==> src/rtl/llsw_regs.vh <==
// Purpose: Constants for the link latency stopwatch and its management port
// Assumes: Clause 22 style management frames, 16-bit registers
// Notes:   Offsets are register numbers within the management space
`ifndef LLSW_REGS_VH
`define LLSW_REGS_VH

// Register numbers
`define LLSW_REG_CTRL        5'h16
`define LLSW_REG_STAT_HI     5'h17
`define LLSW_REG_RES_LO      5'h18

// Control register fields
`define LLSW_CTRL_CLK_EN     0
`define LLSW_CTRL_BYTE_CLK   2
`define LLSW_CTRL_DIV_LSB    4
`define LLSW_CTRL_DIV_MSB    5
`define LLSW_CTRL_STOP_LOC   6
`define LLSW_CTRL_START_LOC  7
`define LLSW_CTRL_CHAN       8
`define LLSW_CTRL_RESET      16'h0000

// Upper status register fields
`define LLSW_STAT_DONE       4
`define LLSW_STAT_START_POS  5
`define LLSW_STAT_STOP_POS   6
`define LLSW_STAT_PTR_LSB    8

// Result counter
`define LLSW_CNT_W           20
`define LLSW_CNT_MAX         20'hFFFFF

// Comma-bearing control characters
`define LLSW_K28_1           8'h3C
`define LLSW_K28_5           8'hBC
`define LLSW_K28_7           8'hFC
`define LLSW_CHAR_W          18

// Management frame codes
`define LLSW_OP_READ         2'h2
`define LLSW_OP_WRITE        2'h1
`define LLSW_HDR_BITS        4'hD

`endif

==> src/rtl/llsw_mdio.v <==
// Purpose: Management serial port slave, register read and write strobes
// Assumes: MDC well below CLK_I/6; pins asynchronous to CLK_I
// Notes:   Read data is captured in the cycle of the read strobe
`timescale 1ns/1ps
`default_nettype none
`include "llsw_regs.vh"

module llsw_mdio (
	// Clock and reset
	input  wire        clk_i,
	input  wire        rst_i,
	// Pins
	input  wire        mdc_i,
	input  wire        mdio_i,
	input  wire [4:0]  prtad_i,
	output reg         mdio_o,
	output reg         mdio_oe_o,
	// Register side
	output reg  [4:0]  reg_addr_o,
	output reg         rd_o,
	output reg         wr_o,
	output reg  [15:0] wdata_o,
	input  wire [15:0] rdata_i
);
	localparam ST_IDLE = 2'h0;
	localparam ST_HDR  = 2'h1;
	localparam ST_RD   = 2'h2;
	localparam ST_WR   = 2'h3;

	reg  [6:0]  s1_q, s2_q, s3_q, stab_q;
	reg  [1:0]  state_q;
	reg  [4:0]  cnt_q;
	reg  [12:0] hdr_q;
	reg  [15:0] sh_q;
	reg         prev_q;
	wire [6:0]  agree = ~(s2_q ^ s3_q);
	wire [6:0]  stab_d = (s2_q & agree) | (stab_q & ~agree);
	wire        mdc_rise = stab_d[0] & ~stab_q[0];
	wire        bit_in = stab_q[1];
	wire [12:0] hdr_d = {hdr_q[11:0], bit_in};

	// Three-stage pin capture; a change counts once stages two and three agree
	always @(posedge clk_i) begin
		if (rst_i) begin
			s1_q   <= 7'h00;
			s2_q   <= 7'h00;
			s3_q   <= 7'h00;
			stab_q <= 7'h00;
		end else begin
			s1_q   <= {prtad_i, mdio_i, mdc_i};
			s2_q   <= s1_q;
			s3_q   <= s2_q;
			stab_q <= stab_d;
		end
	end

	// Frame sequencer, acting on each MDC rising edge
	always @(posedge clk_i) begin
		rd_o <= 1'b0;
		wr_o <= 1'b0;
		if (rst_i) begin
			state_q    <= ST_IDLE;
			cnt_q      <= 5'h00;
			hdr_q      <= 13'h0000;
			sh_q       <= 16'h0000;
			prev_q     <= 1'b0;
			mdio_o     <= 1'b0;
			mdio_oe_o  <= 1'b0;
			reg_addr_o <= 5'h00;
			wdata_o    <= 16'h0000;
		end else if (rd_o) begin
			sh_q <= rdata_i;   // Data sampled before any read side effect lands
		end else if (mdc_rise) begin
			prev_q <= bit_in;
			case (state_q)
				ST_IDLE: begin
					// Idle-high line then a zero marks the start field
					if (prev_q && !bit_in) begin
						state_q <= ST_HDR;
						cnt_q   <= 5'h00;
					end
				end
				ST_HDR: begin
					hdr_q <= hdr_d;
					cnt_q <= cnt_q + 5'h01;
					if (cnt_q[3:0] == `LLSW_HDR_BITS - 4'h1) begin
						cnt_q      <= 5'h00;
						reg_addr_o <= hdr_d[4:0];
						// Only the upper four address bits select this device
						if (hdr_d[12] != 1'b1 || hdr_d[9:6] != stab_q[6:3])
							state_q <= ST_IDLE;
						else if (hdr_d[11:10] == `LLSW_OP_READ) begin
							state_q <= ST_RD;
							rd_o    <= 1'b1;
						end else if (hdr_d[11:10] == `LLSW_OP_WRITE)
							state_q <= ST_WR;
						else
							state_q <= ST_IDLE;
					end
				end
				ST_RD: begin
					cnt_q <= cnt_q + 5'h01;
					if (cnt_q == 5'h00) begin
						mdio_oe_o <= 1'b1;   // Second turnaround bit driven low
						mdio_o    <= 1'b0;
					end else if (cnt_q == 5'h11) begin
						mdio_oe_o <= 1'b0;
						state_q   <= ST_IDLE;
					end else begin
						mdio_o <= sh_q[15];
						sh_q   <= {sh_q[14:0], 1'b0};
					end
				end
				ST_WR: begin
					cnt_q   <= cnt_q + 5'h01;
					wdata_o <= {wdata_o[14:0], bit_in};
					if (cnt_q == 5'h11) begin
						wr_o    <= 1'b1;
						state_q <= ST_IDLE;
					end
				end
				default: state_q <= ST_IDLE;
			endcase
		end
	end
endmodule // llsw_mdio
`default_nettype wire

==> src/rtl/llsw_top.v <==
// Purpose: Per-channel comma-to-comma latency stopwatch with management access
// Assumes: Comma words and clock ticks arrive on CLK_I as one-cycle enables
//          Probe words are two bytes, earlier byte in the low half
// Notes:   Upper status must be read before the low result word
//          Result holds at the maximum once the counter range is exceeded
//          Only one channel is measured at a time; one counter serves both
//
// Behaviour
// - Low result read clears and rearms stopwatch
// - Done flag at upper status bit four
// - Comma locations and lane pointers are readable
// - Result split four high, sixteen low bits
// - No start comma means result stays zero
// - Counter saturates at maximum on overflow
// - Low read clears counter, done and locations
// - Undivided clock tracks line rate and mode
// - Commas are three K characters with control
// - First start comma starts, first stop stops
// - High-speed tick comes from rate-scaled clock
// - Divider one to eight, or byte clock
`timescale 1ns/1ps
`default_nettype none
`include "llsw_regs.vh"

module llsw_top (
	// Clock and reset
	input  wire        CLK_I,
	input  wire        RST_I,
	// Management pins
	input  wire        MDC_I,
	input  wire        MDIO_I,
	input  wire [4:0]  PRTAD_I,
	output wire        MDIO_O,
	output wire        MDIO_OE_O,
	// Comma probes {chB loc1, chB loc0, chA loc1, chA loc0}, 18 bits each
	input  wire [71:0] TX_CHAR_I,
	input  wire [71:0] RX_CHAR_I,
	// Measurement ticks and lane pointers per channel
	input  wire [1:0]  HS_TICK_I,
	input  wire [1:0]  BYTE_TICK_I,
	input  wire [15:0] ALIGN_PTR_I,
	// Status
	output reg         MEAS_CLK_EN_O,
	output reg         LAT_DONE_O
);
	// Stopwatch phases; only one result is held at a time
	localparam ST_IDLE = 2'h0;
	localparam ST_RUN  = 2'h1;
	localparam ST_DONE = 2'h2;

	// Strobes and address from the management slave
	wire [4:0]  reg_addr;
	wire        rd_stb;
	wire        wr_stb;
	wire [15:0] wdata;
	reg  [15:0] rdata;
	// Control word and measurement state
	reg  [15:0] ctrl_q;
	reg  [1:0]  state_q;
	reg  [19:0] cnt_q;
	reg  [15:0] low_shadow_q;
	reg  [2:0]  div_q;
	reg         start_pos_q;
	reg         stop_pos_q;
	reg  [7:0]  ptr_q;

	// One comma-bearing control character
	// A data byte of the same value with the control flag clear is no comma
	function is_comma;
		input [8:0] c;
		begin
			is_comma = c[8] && (c[7:0] == `LLSW_K28_1 || c[7:0] == `LLSW_K28_5 ||
				c[7:0] == `LLSW_K28_7);
		end
	endfunction

	// Two-byte word: {hit, byte position}, earlier byte wins
	// Position lets software correct the count by half a word
	function [1:0] word_hit;
		input [17:0] w;
		begin
			if (is_comma(w[8:0]))
				word_hit = 2'h2;
			else if (is_comma(w[17:9]))
				word_hit = 2'h3;
			else
				word_hit = 2'h0;
		end
	endfunction

	// Management slave; read data is taken before the clear lands
	llsw_mdio u_mdio (
		.clk_i      (CLK_I),
		.rst_i      (RST_I),
		.mdc_i      (MDC_I),
		.mdio_i     (MDIO_I),
		.prtad_i    (PRTAD_I),
		.mdio_o     (MDIO_O),
		.mdio_oe_o  (MDIO_OE_O),
		.reg_addr_o (reg_addr),
		.rd_o       (rd_stb),
		.wr_o       (wr_stb),
		.wdata_o    (wdata),
		.rdata_i    (rdata)
	);

	// Probe and tick selection for the channel under test
	// Locations stay fixed for a measurement; a new channel needs a new control write
	wire       chan      = ctrl_q[`LLSW_CTRL_CHAN];
	wire [1:0] tx_idx    = {chan, ctrl_q[`LLSW_CTRL_START_LOC]};
	wire [1:0] rx_idx    = {chan, ctrl_q[`LLSW_CTRL_STOP_LOC]};
	// Each probe is one eighteen-bit word picked by channel and location
	wire [1:0] start_hit = word_hit(TX_CHAR_I[tx_idx * `LLSW_CHAR_W +: `LLSW_CHAR_W]);
	wire [1:0] stop_hit  = word_hit(RX_CHAR_I[rx_idx * `LLSW_CHAR_W +: `LLSW_CHAR_W]);
	wire [1:0] div_sel   = ctrl_q[`LLSW_CTRL_DIV_MSB:`LLSW_CTRL_DIV_LSB];
	// Mask of ones selects one tick in each group of one to eight
	wire [2:0] div_mask  = (3'h1 << div_sel) - 3'h1;
	// Rate-mode scaling happens upstream; this tick already follows the line rate
	wire       hs_tick   = HS_TICK_I[chan];
	// Byte clock bypasses the divider entirely
	wire       meas_tick = ctrl_q[`LLSW_CTRL_BYTE_CLK] ? BYTE_TICK_I[chan] :
		(hs_tick && ((div_q & div_mask) == div_mask));
	// Register side effects keyed on the decoded address
	wire       clr_rd    = rd_stb && (reg_addr == `LLSW_REG_RES_LO);
	wire       hi_rd     = rd_stb && (reg_addr == `LLSW_REG_STAT_HI);
	// Saturate rather than wrap, so an overrange never reads as a short delay
	wire [19:0] cnt_inc  = (cnt_q == `LLSW_CNT_MAX) ? cnt_q : cnt_q + 20'h00001;

	// Read data; unmapped registers return zero
	// Bit seven of the upper status reads zero
	always @* begin
		case (reg_addr)
			`LLSW_REG_CTRL:    rdata = ctrl_q;
			`LLSW_REG_STAT_HI: rdata = {ptr_q, 1'b0, stop_pos_q, start_pos_q,
				(state_q == ST_DONE), cnt_q[19:16]};
			`LLSW_REG_RES_LO:  rdata = low_shadow_q;
			default:           rdata = 16'h0000;
		endcase
	end

	// Control register; writes to read-only words are dropped
	// Whole word is stored, so spare bits read back as written
	always @(posedge CLK_I) begin
		if (RST_I)
			ctrl_q <= `LLSW_CTRL_RESET;
		else if (wr_stb && reg_addr == `LLSW_REG_CTRL)
			ctrl_q <= wdata;
	end

	// Measurement clock divider, restarted with each measurement
	// Restart keeps the first divided tick a full period after the start comma
	always @(posedge CLK_I) begin
		if (RST_I || state_q == ST_IDLE)
			div_q <= 3'h0;
		else if (hs_tick)
			div_q <= div_q + 3'h1;
	end

	// Stopwatch sequencer; a low-word read rearms from any state
	// Clear wins over a stop in the same cycle; the read need not follow a done
	// A stop before any start is ignored, so a stale receive comma is harmless
	always @(posedge CLK_I) begin
		if (RST_I || clr_rd) begin
			state_q     <= ST_IDLE;
			cnt_q       <= 20'h00000;
			start_pos_q <= 1'b0;
			stop_pos_q  <= 1'b0;
			ptr_q       <= 8'h00;
		end else begin
			case (state_q)
				ST_IDLE: begin
					// Without a start comma the count stays zero
					if (ctrl_q[`LLSW_CTRL_CLK_EN] && start_hit[1]) begin
						state_q     <= ST_RUN;
						start_pos_q <= start_hit[0];
					end
				end
				ST_RUN: begin
					// A tick in the stop cycle still counts
					if (stop_hit[1]) begin
						state_q    <= ST_DONE;
						stop_pos_q <= stop_hit[0];
						ptr_q      <= chan ? ALIGN_PTR_I[15:8] : ALIGN_PTR_I[7:0];
					end
					if (meas_tick)
						cnt_q <= cnt_inc;
				end
				// Frozen until the low word is read
				ST_DONE: state_q <= ST_DONE;   // Held until read
				default: state_q <= ST_IDLE;
			endcase
		end
	end

	// Low word frozen at the upper read so the two halves match
	// A low read without an upper read returns the word frozen earlier
	always @(posedge CLK_I) begin
		if (RST_I)
			low_shadow_q <= 16'h0000;
		else if (hi_rd)
			low_shadow_q <= cnt_q[15:0];
	end

	// Registered status pins
	// Pins lag the internal state by one cycle
	always @(posedge CLK_I) begin
		if (RST_I) begin
			MEAS_CLK_EN_O <= 1'b0;
			LAT_DONE_O    <= 1'b0;
		end else begin
			// Enable mirrors the control bit for the clock gate outside
			MEAS_CLK_EN_O <= ctrl_q[`LLSW_CTRL_CLK_EN];
			LAT_DONE_O    <= (state_q == ST_DONE);
		end
	end
endmodule // llsw_top
`default_nettype wire

==> config.mk <==
export PLATFORM = sky130hd
export DESIGN_NAME = llsw_top
export DESIGN_NICKNAME = d
export VERILOG_FILES = /design/src/rtl/llsw_mdio.v /design/src/rtl/llsw_top.v
export VERILOG_INCLUDE_DIRS = /design/src /design/src/rtl
export SDC_FILE = /design/constraint.sdc
export NUM_CORES = 1
export LEC_CHECK = 0
export ABC_AREA = 1
export BUFFER_PORTS_ARGS = -buffer_cell sky130_fd_sc_hd__buf_2
export CORE_MARGIN = 2
export CORE_UTILIZATION = 44
export CTS_BUF_LIST = sky130_fd_sc_hd__clkbuf_8
export DETAILED_ROUTE_END_ITERATION = 7
export GPL_TIMING_DRIVEN = 0
export PLACE_DENSITY = 0.8
export SYNTH_ARGS = -nofsm -noshare
export SYNTH_HDL_FRONTEND = slang
export SYNTH_SLANG_ARGS = --single-unit
==> constraint.sdc <==
create_clock -name CLK_I -period 3.2 [get_ports CLK_I]
set_input_delay 0.16 -clock CLK_I [delete_from_list [all_inputs] [get_ports CLK_I]]
set_output_delay 0.16 -clock CLK_I [all_outputs]
set_load 0.01 [all_outputs]
==> impl_summary.txt, run 1 <==
----------------------------------------------------
[GRT]
  Global-route layer with the greatest usage ... met2
  First-pass GRT wire length ... about 33 mm
  Met3 GRT Util ... 0.0648
  Largest net degree at the start of global routing ... 17
  Number of global-route vias before repair ... just under 7000
  Antenna violations before repair ... 0
  Fraction of met1 tracks used by global routing ... 0.302
  Fraction of met2 tracks used by global routing ... 0.377
  Gr ovfl total ... 0
  GRT Overall Usage ... 0.235

[Timing]
  Clock tree skew after final layout ... roughly 14 ps
  Max-slew headroom at the worst pin ... 0.483
  Max-slew violations ... 0
  Final Setup Violations ... 0
  Total count of hold-check failures in the final report ... 0
  Unrepaired setup endpoints after global routing ... no
  Sum of negative setup slack ... 0 ps
  Min Clock Period, post-route ... roughly 2000 ps
  Maximum clock rate ... 488 MHz
  Tcrit/Tclk final ... 0.640
  Slew at the pin closest to its max-slew limit ... between 700 and 800 ps

[Finish]
  Most frequent standard cell in the layout excluding fill and tap cells ... sky130_fd_sc_hd__nand2_1
  Total inserted antenna cells ... 0
  Final net count ... between 1000 and 1500
  Final instance area ... approximately 8900 um2
  Fraction of layout cells with a size suffix above 1 ... 0.205
  Synthesis-to-layout area growth ... 22.1%
  Leading cell types in the layout, fill and taps excluded ... 189 x sky130_fd_sc_hd__nand2_1, 184 x sky130_fd_sc_hd__buf_2, 167 x sky130_fd_sc_hd__nor2_1, 154 x sky130_fd_sc_hd__dfxtp_1, 115 x sky130_fd_sc_hd__inv_1

[Clock network]
  Number of CTS-inserted buffers ... 17
  Setup repair bufs after CTS ... 0
  Max clock buf depth ... 2
  Root Buffer ... sky130_fd_sc_hd__clkbuf_8
  TritonCTS Sinks ... between 150 and 200
  H-Tree Depth ... 4
  Post-cts resize count ... 0
  Clock latency at the later pin of the worst-skew pair ... 470 ps
  CTS tree ... done
  Clock transition at path regs ... around 80 ps

[Place]
  Gp weighted congestion ... a little under 1
  Half-perimeter wire length after detailed placement ... ~15 mm
  Count of port buffers added during placement ... around 170
  Cell area after placement ... roughly 8400 um2

[Setup path]
  Worst setup SP type ... flip-flop
  Startpoint of the most critical setup path ... ctrl_q[6]
  Maximum fanout along the worst path ... 9
  Arrival time reported for the critical path endpoint ... about 2400 ps
  Setup crit end kind ... flip-flop
  Reg2Reg Capture Point ... ptr_q[0]
  Startpoint of the lowest-slack register-to-register path ... ctrl_q[6]
  Worst-path cell chain ... nand2_1, nor3_1, o211ai_1, o211ai_1, nand3_1, nand2_1, inv_1, nor2_1, nor2_1
  CP max stage delay ... about 500 ps
  Master of the slowest instance on the critical path ... sky130_fd_sc_hd__dfxtp_1
  Crit Path Class ... flip-flop to flip-flop
  R2R cell count ... 9
  CP required ... 3560 ps
  Internal reg-to-reg setup slack ... 1150 ps

[Drt]
  Average routed wire per standard cell ... roughly 14 um
  DRC Markers ... 0
  Antenna Violating Nets Remaining ... 0
  Routed vias/inst ... slightly above 5
  Total number of vias ... 7401
  Drt total wl ... between 20 and 25 mm
  First-pass DRT Iterations ... 6
  Initial detailed-routing violation count ... approximately 610

[Synth]
  Sequential-to-total area share from yosys stat ... 0.425
  Post-synthesis sequential element count ... approximately 150
  Total of warnings raised by yosys ... 0
  Syn_nets ... roughly 1200
  Ys flop type ... sky130_fd_sc_hd__dfxtp_1
  Synthesized cell area ... around 7300 um2
  Share of synthesized flip-flops with an asynchronous set or reset ... 0
  Synthesized instance count ... between 1000 and 1500
  Post-synth EDFFs ... 0
  Post-Synthesis Mean Instance Area ... around 7 um2
  Count of different cell masters after synthesis ... 48

[Hold path]
  Hold Path Class ... input pin to flip-flop
  Worst-case hold path end point ... ptr_q[5]
  Worst Hold Launch ... ALIGN_PTR_I[5]
  Hold-critical path depth ... 5

[Job]
  Max_cap viols ... 0

[Status]
  Result of the run ... finished, final reports clean

[Power and ir drop]
  Standby leakage power ... ~0.004 uW
  IR drop worst, VDD ... 0.416 mV
  Power density over the cells ... just over 400 nW/um2

[Floorplan]
  Area of the die ... ~18000 um2
  Die Width ... ~130 um
  Num rows ... 46
  Starting utilization of the core area ... 0.453
  Die height ... 132 um
  Core area ... 16000 um2
  Top Ports ... about 180

----------------------------------------------------
[final cells by class]
| type | instances | area, um2 |
|---|---|---|
| inverters | 121 | 454 |
| clock buffers | 20 | 275 |
| flip-flops and latches | 154 | 3080 |
| multi-input cells | 724 | 3540 |
| repair buffers | 180 | 931 |
| clock inverters | 12 | 124 |
| plain buffers | 35 | 176 |
| fillers | 1530 | 7140 |
| well taps | 216 | 270 |
[logic make-up after synthesis]
family                     after synthesis  share of synthesized area
AOI/OAI and AO/OA                      248                      0.187
xor gates and xnor gates                 9                     0.0109
adders and majority gates               10                     0.0172
buffers and inverters                  156                     0.0869
DFF                                    154                      0.425
and+or+nand+nor                        457                      0.273
[synthesized netlist by cell type (2+ instances only)]
cell type                  count  area (um2)
sky130_fd_sc_hd__o211ai_1      8        60.1
sky130_fd_sc_hd__o21ai_2       2        17.5
sky130_fd_sc_hd__a211oi_1      6        45.0
sky130_fd_sc_hd__a21oi_1      93         465
sky130_fd_sc_hd__xnor2_1       4        35.0
sky130_fd_sc_hd__nor3_2        3        30.0
sky130_fd_sc_hd__inv_2         8        30.0
sky130_fd_sc_hd__dfxtp_1     154        3080
sky130_fd_sc_hd__ha_1         10         125
sky130_fd_sc_hd__buf_4         2        15.0
sky130_fd_sc_hd__a21oi_2       6        52.6
sky130_fd_sc_hd__nand4_1      19         119
sky130_fd_sc_hd__nand2_2       6        37.5
sky130_fd_sc_hd__nand2_1     189         709
sky130_fd_sc_hd__buf_2        10        50.1
sky130_fd_sc_hd__nor2_2        4        25.0
sky130_fd_sc_hd__o21ai_1       3        15.0
sky130_fd_sc_hd__xor2_1        5        43.8
sky130_fd_sc_hd__nand3_1      32         160
sky130_fd_sc_hd__a22oi_1       8        60.1
sky130_fd_sc_hd__nor3b_1       2        15.0
sky130_fd_sc_hd__nor4_1        7        43.8
sky130_fd_sc_hd__o21ai_0     112         561
sky130_fd_sc_hd__a31oi_1       2        12.5
sky130_fd_sc_hd__o21a_1        2        15.0
sky130_fd_sc_hd__nor2_4        3        33.8
sky130_fd_sc_hd__nor3_1       15        75.1
sky130_fd_sc_hd__nand3b_1      4        30.0
sky130_fd_sc_hd__nor2_1      167         627
sky130_fd_sc_hd__inv_1       112         420
sky130_fd_sc_hd__clkbuf_1     19        71.3
[stage by stage]
stage / total power (uW) / worst slack, ps / std cells / utilization / hold WS (ps)
global placement: 2170 / 1220 / 1424 / 0.525 / 359
global route: 3750 / 986 / 1462 / 0.553 / 22.0
floorplan: 2050 / 1540 / 1034 / - / 267
finish: 3630 / 1150 / 1462 / 0.553 / 10.5
CTS: 3640 / 1160 / 1462 / 0.553 / 0.798
detailed placement: 2170 / 1190 / 1424 / 0.525 / 368
[what timing repair did]
action | in CTS | in global routing
endpoints found under the setup margin | 0 | 0
hold buffers | 6 | 0
endpoints found under the hold margin | 6 | 0
[power by group]
group          leakage, uW  switching (uW)  total [uW]  internal [uW]
Sequential         0.00124            4.05        1930           1920
Combinational      0.00246             102         210            108
Clock             0.000213             740        1490            751
Total              0.00392             846        3630           2780
[worst max-delay path by stage]
stage	endpoint	depth (start not counted)
after detailed placement	cnt_q[16]	11
after global placement	cnt_q[15]	11
after global routing	ptr_q[0]	9
final	ptr_q[0]	9
after CTS	cnt_q[17]	10
after floorplan	cnt_q[12]	11
[registers in the layout, summed over array words and instances (netlist names), 2 cells and up, named ones only]
| name | count |
|---|---|
| u_mdio.s2_q | 6 |
| state_q | 2 |
| u_mdio.state_q | 2 |
| u_mdio.wdata_o | 16 |
| low_shadow_q | 16 |
| u_mdio.s3_q | 6 |
| ctrl_q | 16 |
| cnt_q | 20 |
| u_mdio.sh_q | 16 |
| u_mdio.reg_addr_o | 5 |
| u_mdio.hdr_q | 12 |
| u_mdio.cnt_q | 5 |
| u_mdio.s1_q | 6 |
| div_q | 3 |
| ptr_q | 8 |
[per-layer routing]
metal	vias to the layer above	wire length, um
met3	44	1480
met1	3296	9080
li1	3791	-
met5	-	0
met4	0	486
met2	270	9260
[critical path: cells and delay by family, from the launching register on]
family                 cells  cell delay, ps
AO/OA/AOI/OAI              2             280
buffers and inverters      1             170
flip-flops                 1             500
AND/OR/NAND/NOR            6             980
Note: power is estimated with default switching activity, not from simulation.
==> inputs of run 2 (changes only) <==
ABC_AREA = 0   (was 1)
clock period = 2 ns   (was 3.2 ns; I/O delays follow)
==> impl_summary.txt, run 2 <==
----------------------------------------------------
[Status]
  Result of the run ... complete, but fails checks
  Violations in the final reports ... negative setup slack

[Clock network]
  Root Buffer ... sky130_fd_sc_hd__clkbuf_8
  TritonCTS Sinks ... ~150
  Clock latency at the later pin of the worst-skew pair ... 470 ps
  Max clock buf depth ... 2
  H-Tree Depth ... 4
  CTS tree ... done
  Clock transition at path regs ... approximately 80 ps
  Number of CTS-inserted buffers ... 17

[Synth]
  Synthesized cell area ... just over 7000 um2
  Total of warnings raised by yosys ... 0
  Sequential-to-total area share from yosys stat ... 0.436
  Count of different cell masters after synthesis ... between 50 and 60
  Most numerous cell types in the synthesized netlist ... 154 x sky130_fd_sc_hd__dfxtp_1, 101 x sky130_fd_sc_hd__a21oi_1, 94 x sky130_fd_sc_hd__nand2_1
  Top cell type's share of synthesized area ... 0.436
  Synthesized instance count ... approximately 840
  Post-synthesis sequential element count ... ~150
  Share of synthesized flip-flops with an asynchronous set or reset ... 0
  Syn_nets ... about 1000
  Ys flop type ... sky130_fd_sc_hd__dfxtp_1
  Top area cells in the synthesized netlist ... sky130_fd_sc_hd__dfxtp_1 44%, sky130_fd_sc_hd__a21oi_1 7.2%, sky130_fd_sc_hd__mux2i_1 5.7%, sky130_fd_sc_hd__nand2_1 5.0%, sky130_fd_sc_hd__nor2_1 3.8%
  Most common cell in the netlist ... sky130_fd_sc_hd__dfxtp_1
  Dominant cell type by area after synthesis ... sky130_fd_sc_hd__dfxtp_1
  Post-Synthesis Mean Instance Area ... approximately 8.5 um2
  Post-synth EDFFs ... 0

[Setup path]
  Worst setup SP type ... flip-flop
  CP max stage delay ... roughly 420 ps
  CP required ... 2390 ps
  Internal reg-to-reg setup slack ... -4 ps
  Bufs and invs on worst path ... 2
  Worst-path cell chain ... ha_1, nand4_1, buf_4, nor3_4, clkbuf_4, o31ai_1, a21oi_1
  Kind of cell adding the most delay to the critical path ... buffers and inverters
  Startpoint of the lowest-slack register-to-register path ... cnt_q[1]
  Startpoint of the most critical setup path ... cnt_q[1]
  Maximum fanout along the worst path ... 10
  Crit Path Class ... flip-flop to flip-flop
  Setup crit end kind ... flip-flop
  R2R cell count ... 7
  Reg2Reg Capture Point ... cnt_q[3]
  Arrival time reported for the critical path endpoint ... ~2400 ps
  Master of the slowest instance on the critical path ... sky130_fd_sc_hd__dfxtp_1

[Drt]
  First-pass DRT Iterations ... 5
  Routed vias/inst ... 5.47
  Drt total wl ... between 15 and 20 mm
  Antenna Violating Nets Remaining ... 0
  Initial detailed-routing violation count ... 502
  Average routed wire per standard cell ... between 15 and 20 um
  Total number of vias ... roughly 7000
  DRC Markers ... 0

[Finish]
  Area taken by flip-flops and latches ... about 3100 um2
  Largest reg by FF count ... cnt_q
  Most frequent standard cell in the layout excluding fill and tap cells ... sky130_fd_sc_hd__buf_2
  Combined area of the multi-input logic cells ... roughly 4000 um2
  Leading cell types in the layout, fill and taps excluded ... 176 x sky130_fd_sc_hd__buf_2, 148 x sky130_fd_sc_hd__dfxtp_1, 97 x sky130_fd_sc_hd__a21oi_1, 93 x sky130_fd_sc_hd__nand2_1, 67 x sky130_fd_sc_hd__nor2_1
  Fill cell instance count of the final layout ... ~1400
  Post-Layout Cell Count ... between 1000 and 1500
  Final core utilization ... 0.574
  Final net count ... between 1000 and 1500
  Number of flip-flops in the largest register ... 20
  Synthesis-to-layout area growth ... 28.0%
  Fraction of layout cells with a size suffix above 1 ... 0.284

[GRT]
  Gr ovfl total ... 0
  First-pass GRT wire length ... around 30 mm
  Number of global-route vias before repair ... around 6500
  Largest net degree at the start of global routing ... 18
  Antenna violations before repair ... 1
  GRT Overall Usage ... 0.225

[Floorplan]
  Die height ... roughly 130 um
  Die Width ... ~130 um
  Num rows ... 46
  Core area ... between 15000 and 20000 um2
  Starting utilization of the core area ... 0.448
  Top Ports ... between 150 and 200
  Area of the die ... 17100 um2

[Place]
  Number of cells in the design after placement ... 1227
  Half-perimeter wire length after detailed placement ... around 14 mm
  Gp weighted congestion ... just under 0.9
  Count of port buffers added during placement ... ~180

[Hold path]
  Hold Path Class ... input pin to flip-flop
  Hold-critical path depth ... 4
  Worst-case hold path end point ... ptr_q[3]
  Worst Hold Launch ... ALIGN_PTR_I[11]

[Timing]
  Min Clock Period, post-route ... around 2000 ps
  Final-layout worst hold slack ... ~32 ps
  Tcrit/Tclk final ... 1.00
  Clock tree skew after final layout ... between 15 and 20 ps
  Sum of negative setup slack ... -6.58 ps
  Max-slew headroom at the worst pin ... 0.585
  Unrepaired setup endpoints after global routing ... yes
  Slew at the pin closest to its max-slew limit ... 622 ps
  Final Setup Violations ... 2
  Slack of the critical path ... -4.03 ps
  Max-slew violations ... 0
  Total count of hold-check failures in the final report ... 0
  Maximum clock rate ... ~500 MHz

[Job]
  Max_cap viols ... 0

[Power and ir drop]
  IR drop worst, VDD ... 0.498 mV
  Standby leakage power ... between 0.003 and 0.004 uW
  Power density over the cells ... a little over 600 nW/um2

----------------------------------------------------
==> run 2: changes by cell type after synthesis, moves of 28 or more <==
cell / previous run / this run
sky130_fd_sc_hd__inv_1: 112 / 21
sky130_fd_sc_hd__mux2i_1: 0 / 40
sky130_fd_sc_hd__nand2_1: 189 / 94
sky130_fd_sc_hd__nor2_1: 167 / 72
sky130_fd_sc_hd__nor2b_1: 0 / 28
sky130_fd_sc_hd__o21ai_0: 112 / 14
==> run 2: power by group <==
| part | internal, uW | leakage, uW | switching, uW | total, uW |
|---|---|---|---|---|
| Combinational | 179 | 0.00189 | 146 | 325 |
| Sequential | 3080 | 0.00125 | 5.48 | 3080 |
| Clock | 1050 | 0.000192 | 1090 | 2140 |
==> run 2: worst register-to-register path: stages (launching register included) <==
cell                       delay [ps]
sky130_fd_sc_hd__dfxtp_1          420
sky130_fd_sc_hd__ha_1             290
sky130_fd_sc_hd__nand4_1          230
sky130_fd_sc_hd__buf_4            220
sky130_fd_sc_hd__nor3_4           260
sky130_fd_sc_hd__clkbuf_4         280
sky130_fd_sc_hd__o31ai_1          100
sky130_fd_sc_hd__a21oi_1          160
==> run 2: layout make-up <==
| cell class | count | share of cell area |
|---|---|---|
| well taps | 216 | 0.0299 |
| repair buffers | 199 | 0.119 |
| plain buffers | 47 | 0.0263 |
| multi-input cells | 605 | 0.432 |
| flip-flops and latches | 154 | 0.342 |
| clock inverters | 10 | 0.00871 |
| inverters | 26 | 0.0108 |
| diodes | 1 | 0.000277 |
| clock buffers | 20 | 0.0304 |
==> run 2: kinds of logic (layout without fill, tap and decap cells) <==
kind of cell,Yosys count,after routing,share of synthesized area
adders and majority gates,10,10,0.0177
DFF,154,154,0.436
AOI/OAI and AO/OA,196,196,0.168
buffers and inverters,77,302,0.0423
xor gates and xnor gates,11,11,0.0136
and+or+nand+nor,338,338,0.249
muxes,50,50,0.0729
other,0,1,0
==> run 2: how the worst max path moves through the flow <==
stage / endpoint / slack, ps / depth (start not counted)
after CTS: cnt_q[19] / -10 / 5
after global placement: cnt_q[6] / -330 / 8
final: cnt_q[3] / -4 / 7
after global routing: cnt_q[3] / -120 / 7
after detailed placement: cnt_q[19] / -410 / 8
after floorplan: cnt_q[5] / 70 / 7
==> run 2: routing by layer <==
| metal | track usage | up-vias | share of wire |
|---|---|---|---|
| met5 | 0 | - | 0 |
| met4 | 0.0964 | 0 | 0.024 |
| met3 | 0.0509 | 43 | 0.072 |
| met2 | 0.405 | 263 | 0.50 |
| met1 | 0.256 | 3247 | 0.41 |
| li1 | - | 3440 | - |
==> run 2: per-stage QoR <==
step | cell area [um2] | power, uW | setup WS (ps)
final | 9040 | 5550 | -4.03
after global routing | 9040 | 5750 | -117
after CTS | 8790 | 5570 | -12.1
after detailed placement | 8210 | 3460 | -414
after global placement | 8210 | 3450 | -328
after floorplan | 7070 | 3260 | 72.6
==> run 2: repair_timing <==
item                                    in CTS  in global routing
endpoints found under the hold margin        6                  0
buffers inserted                             5                 12
pin swaps                                    4                 14
endpoints found under the setup margin      73                 97
resized for setup                           42                 56
gates cloned                                 1                  0
hold buffers                                 6                  0
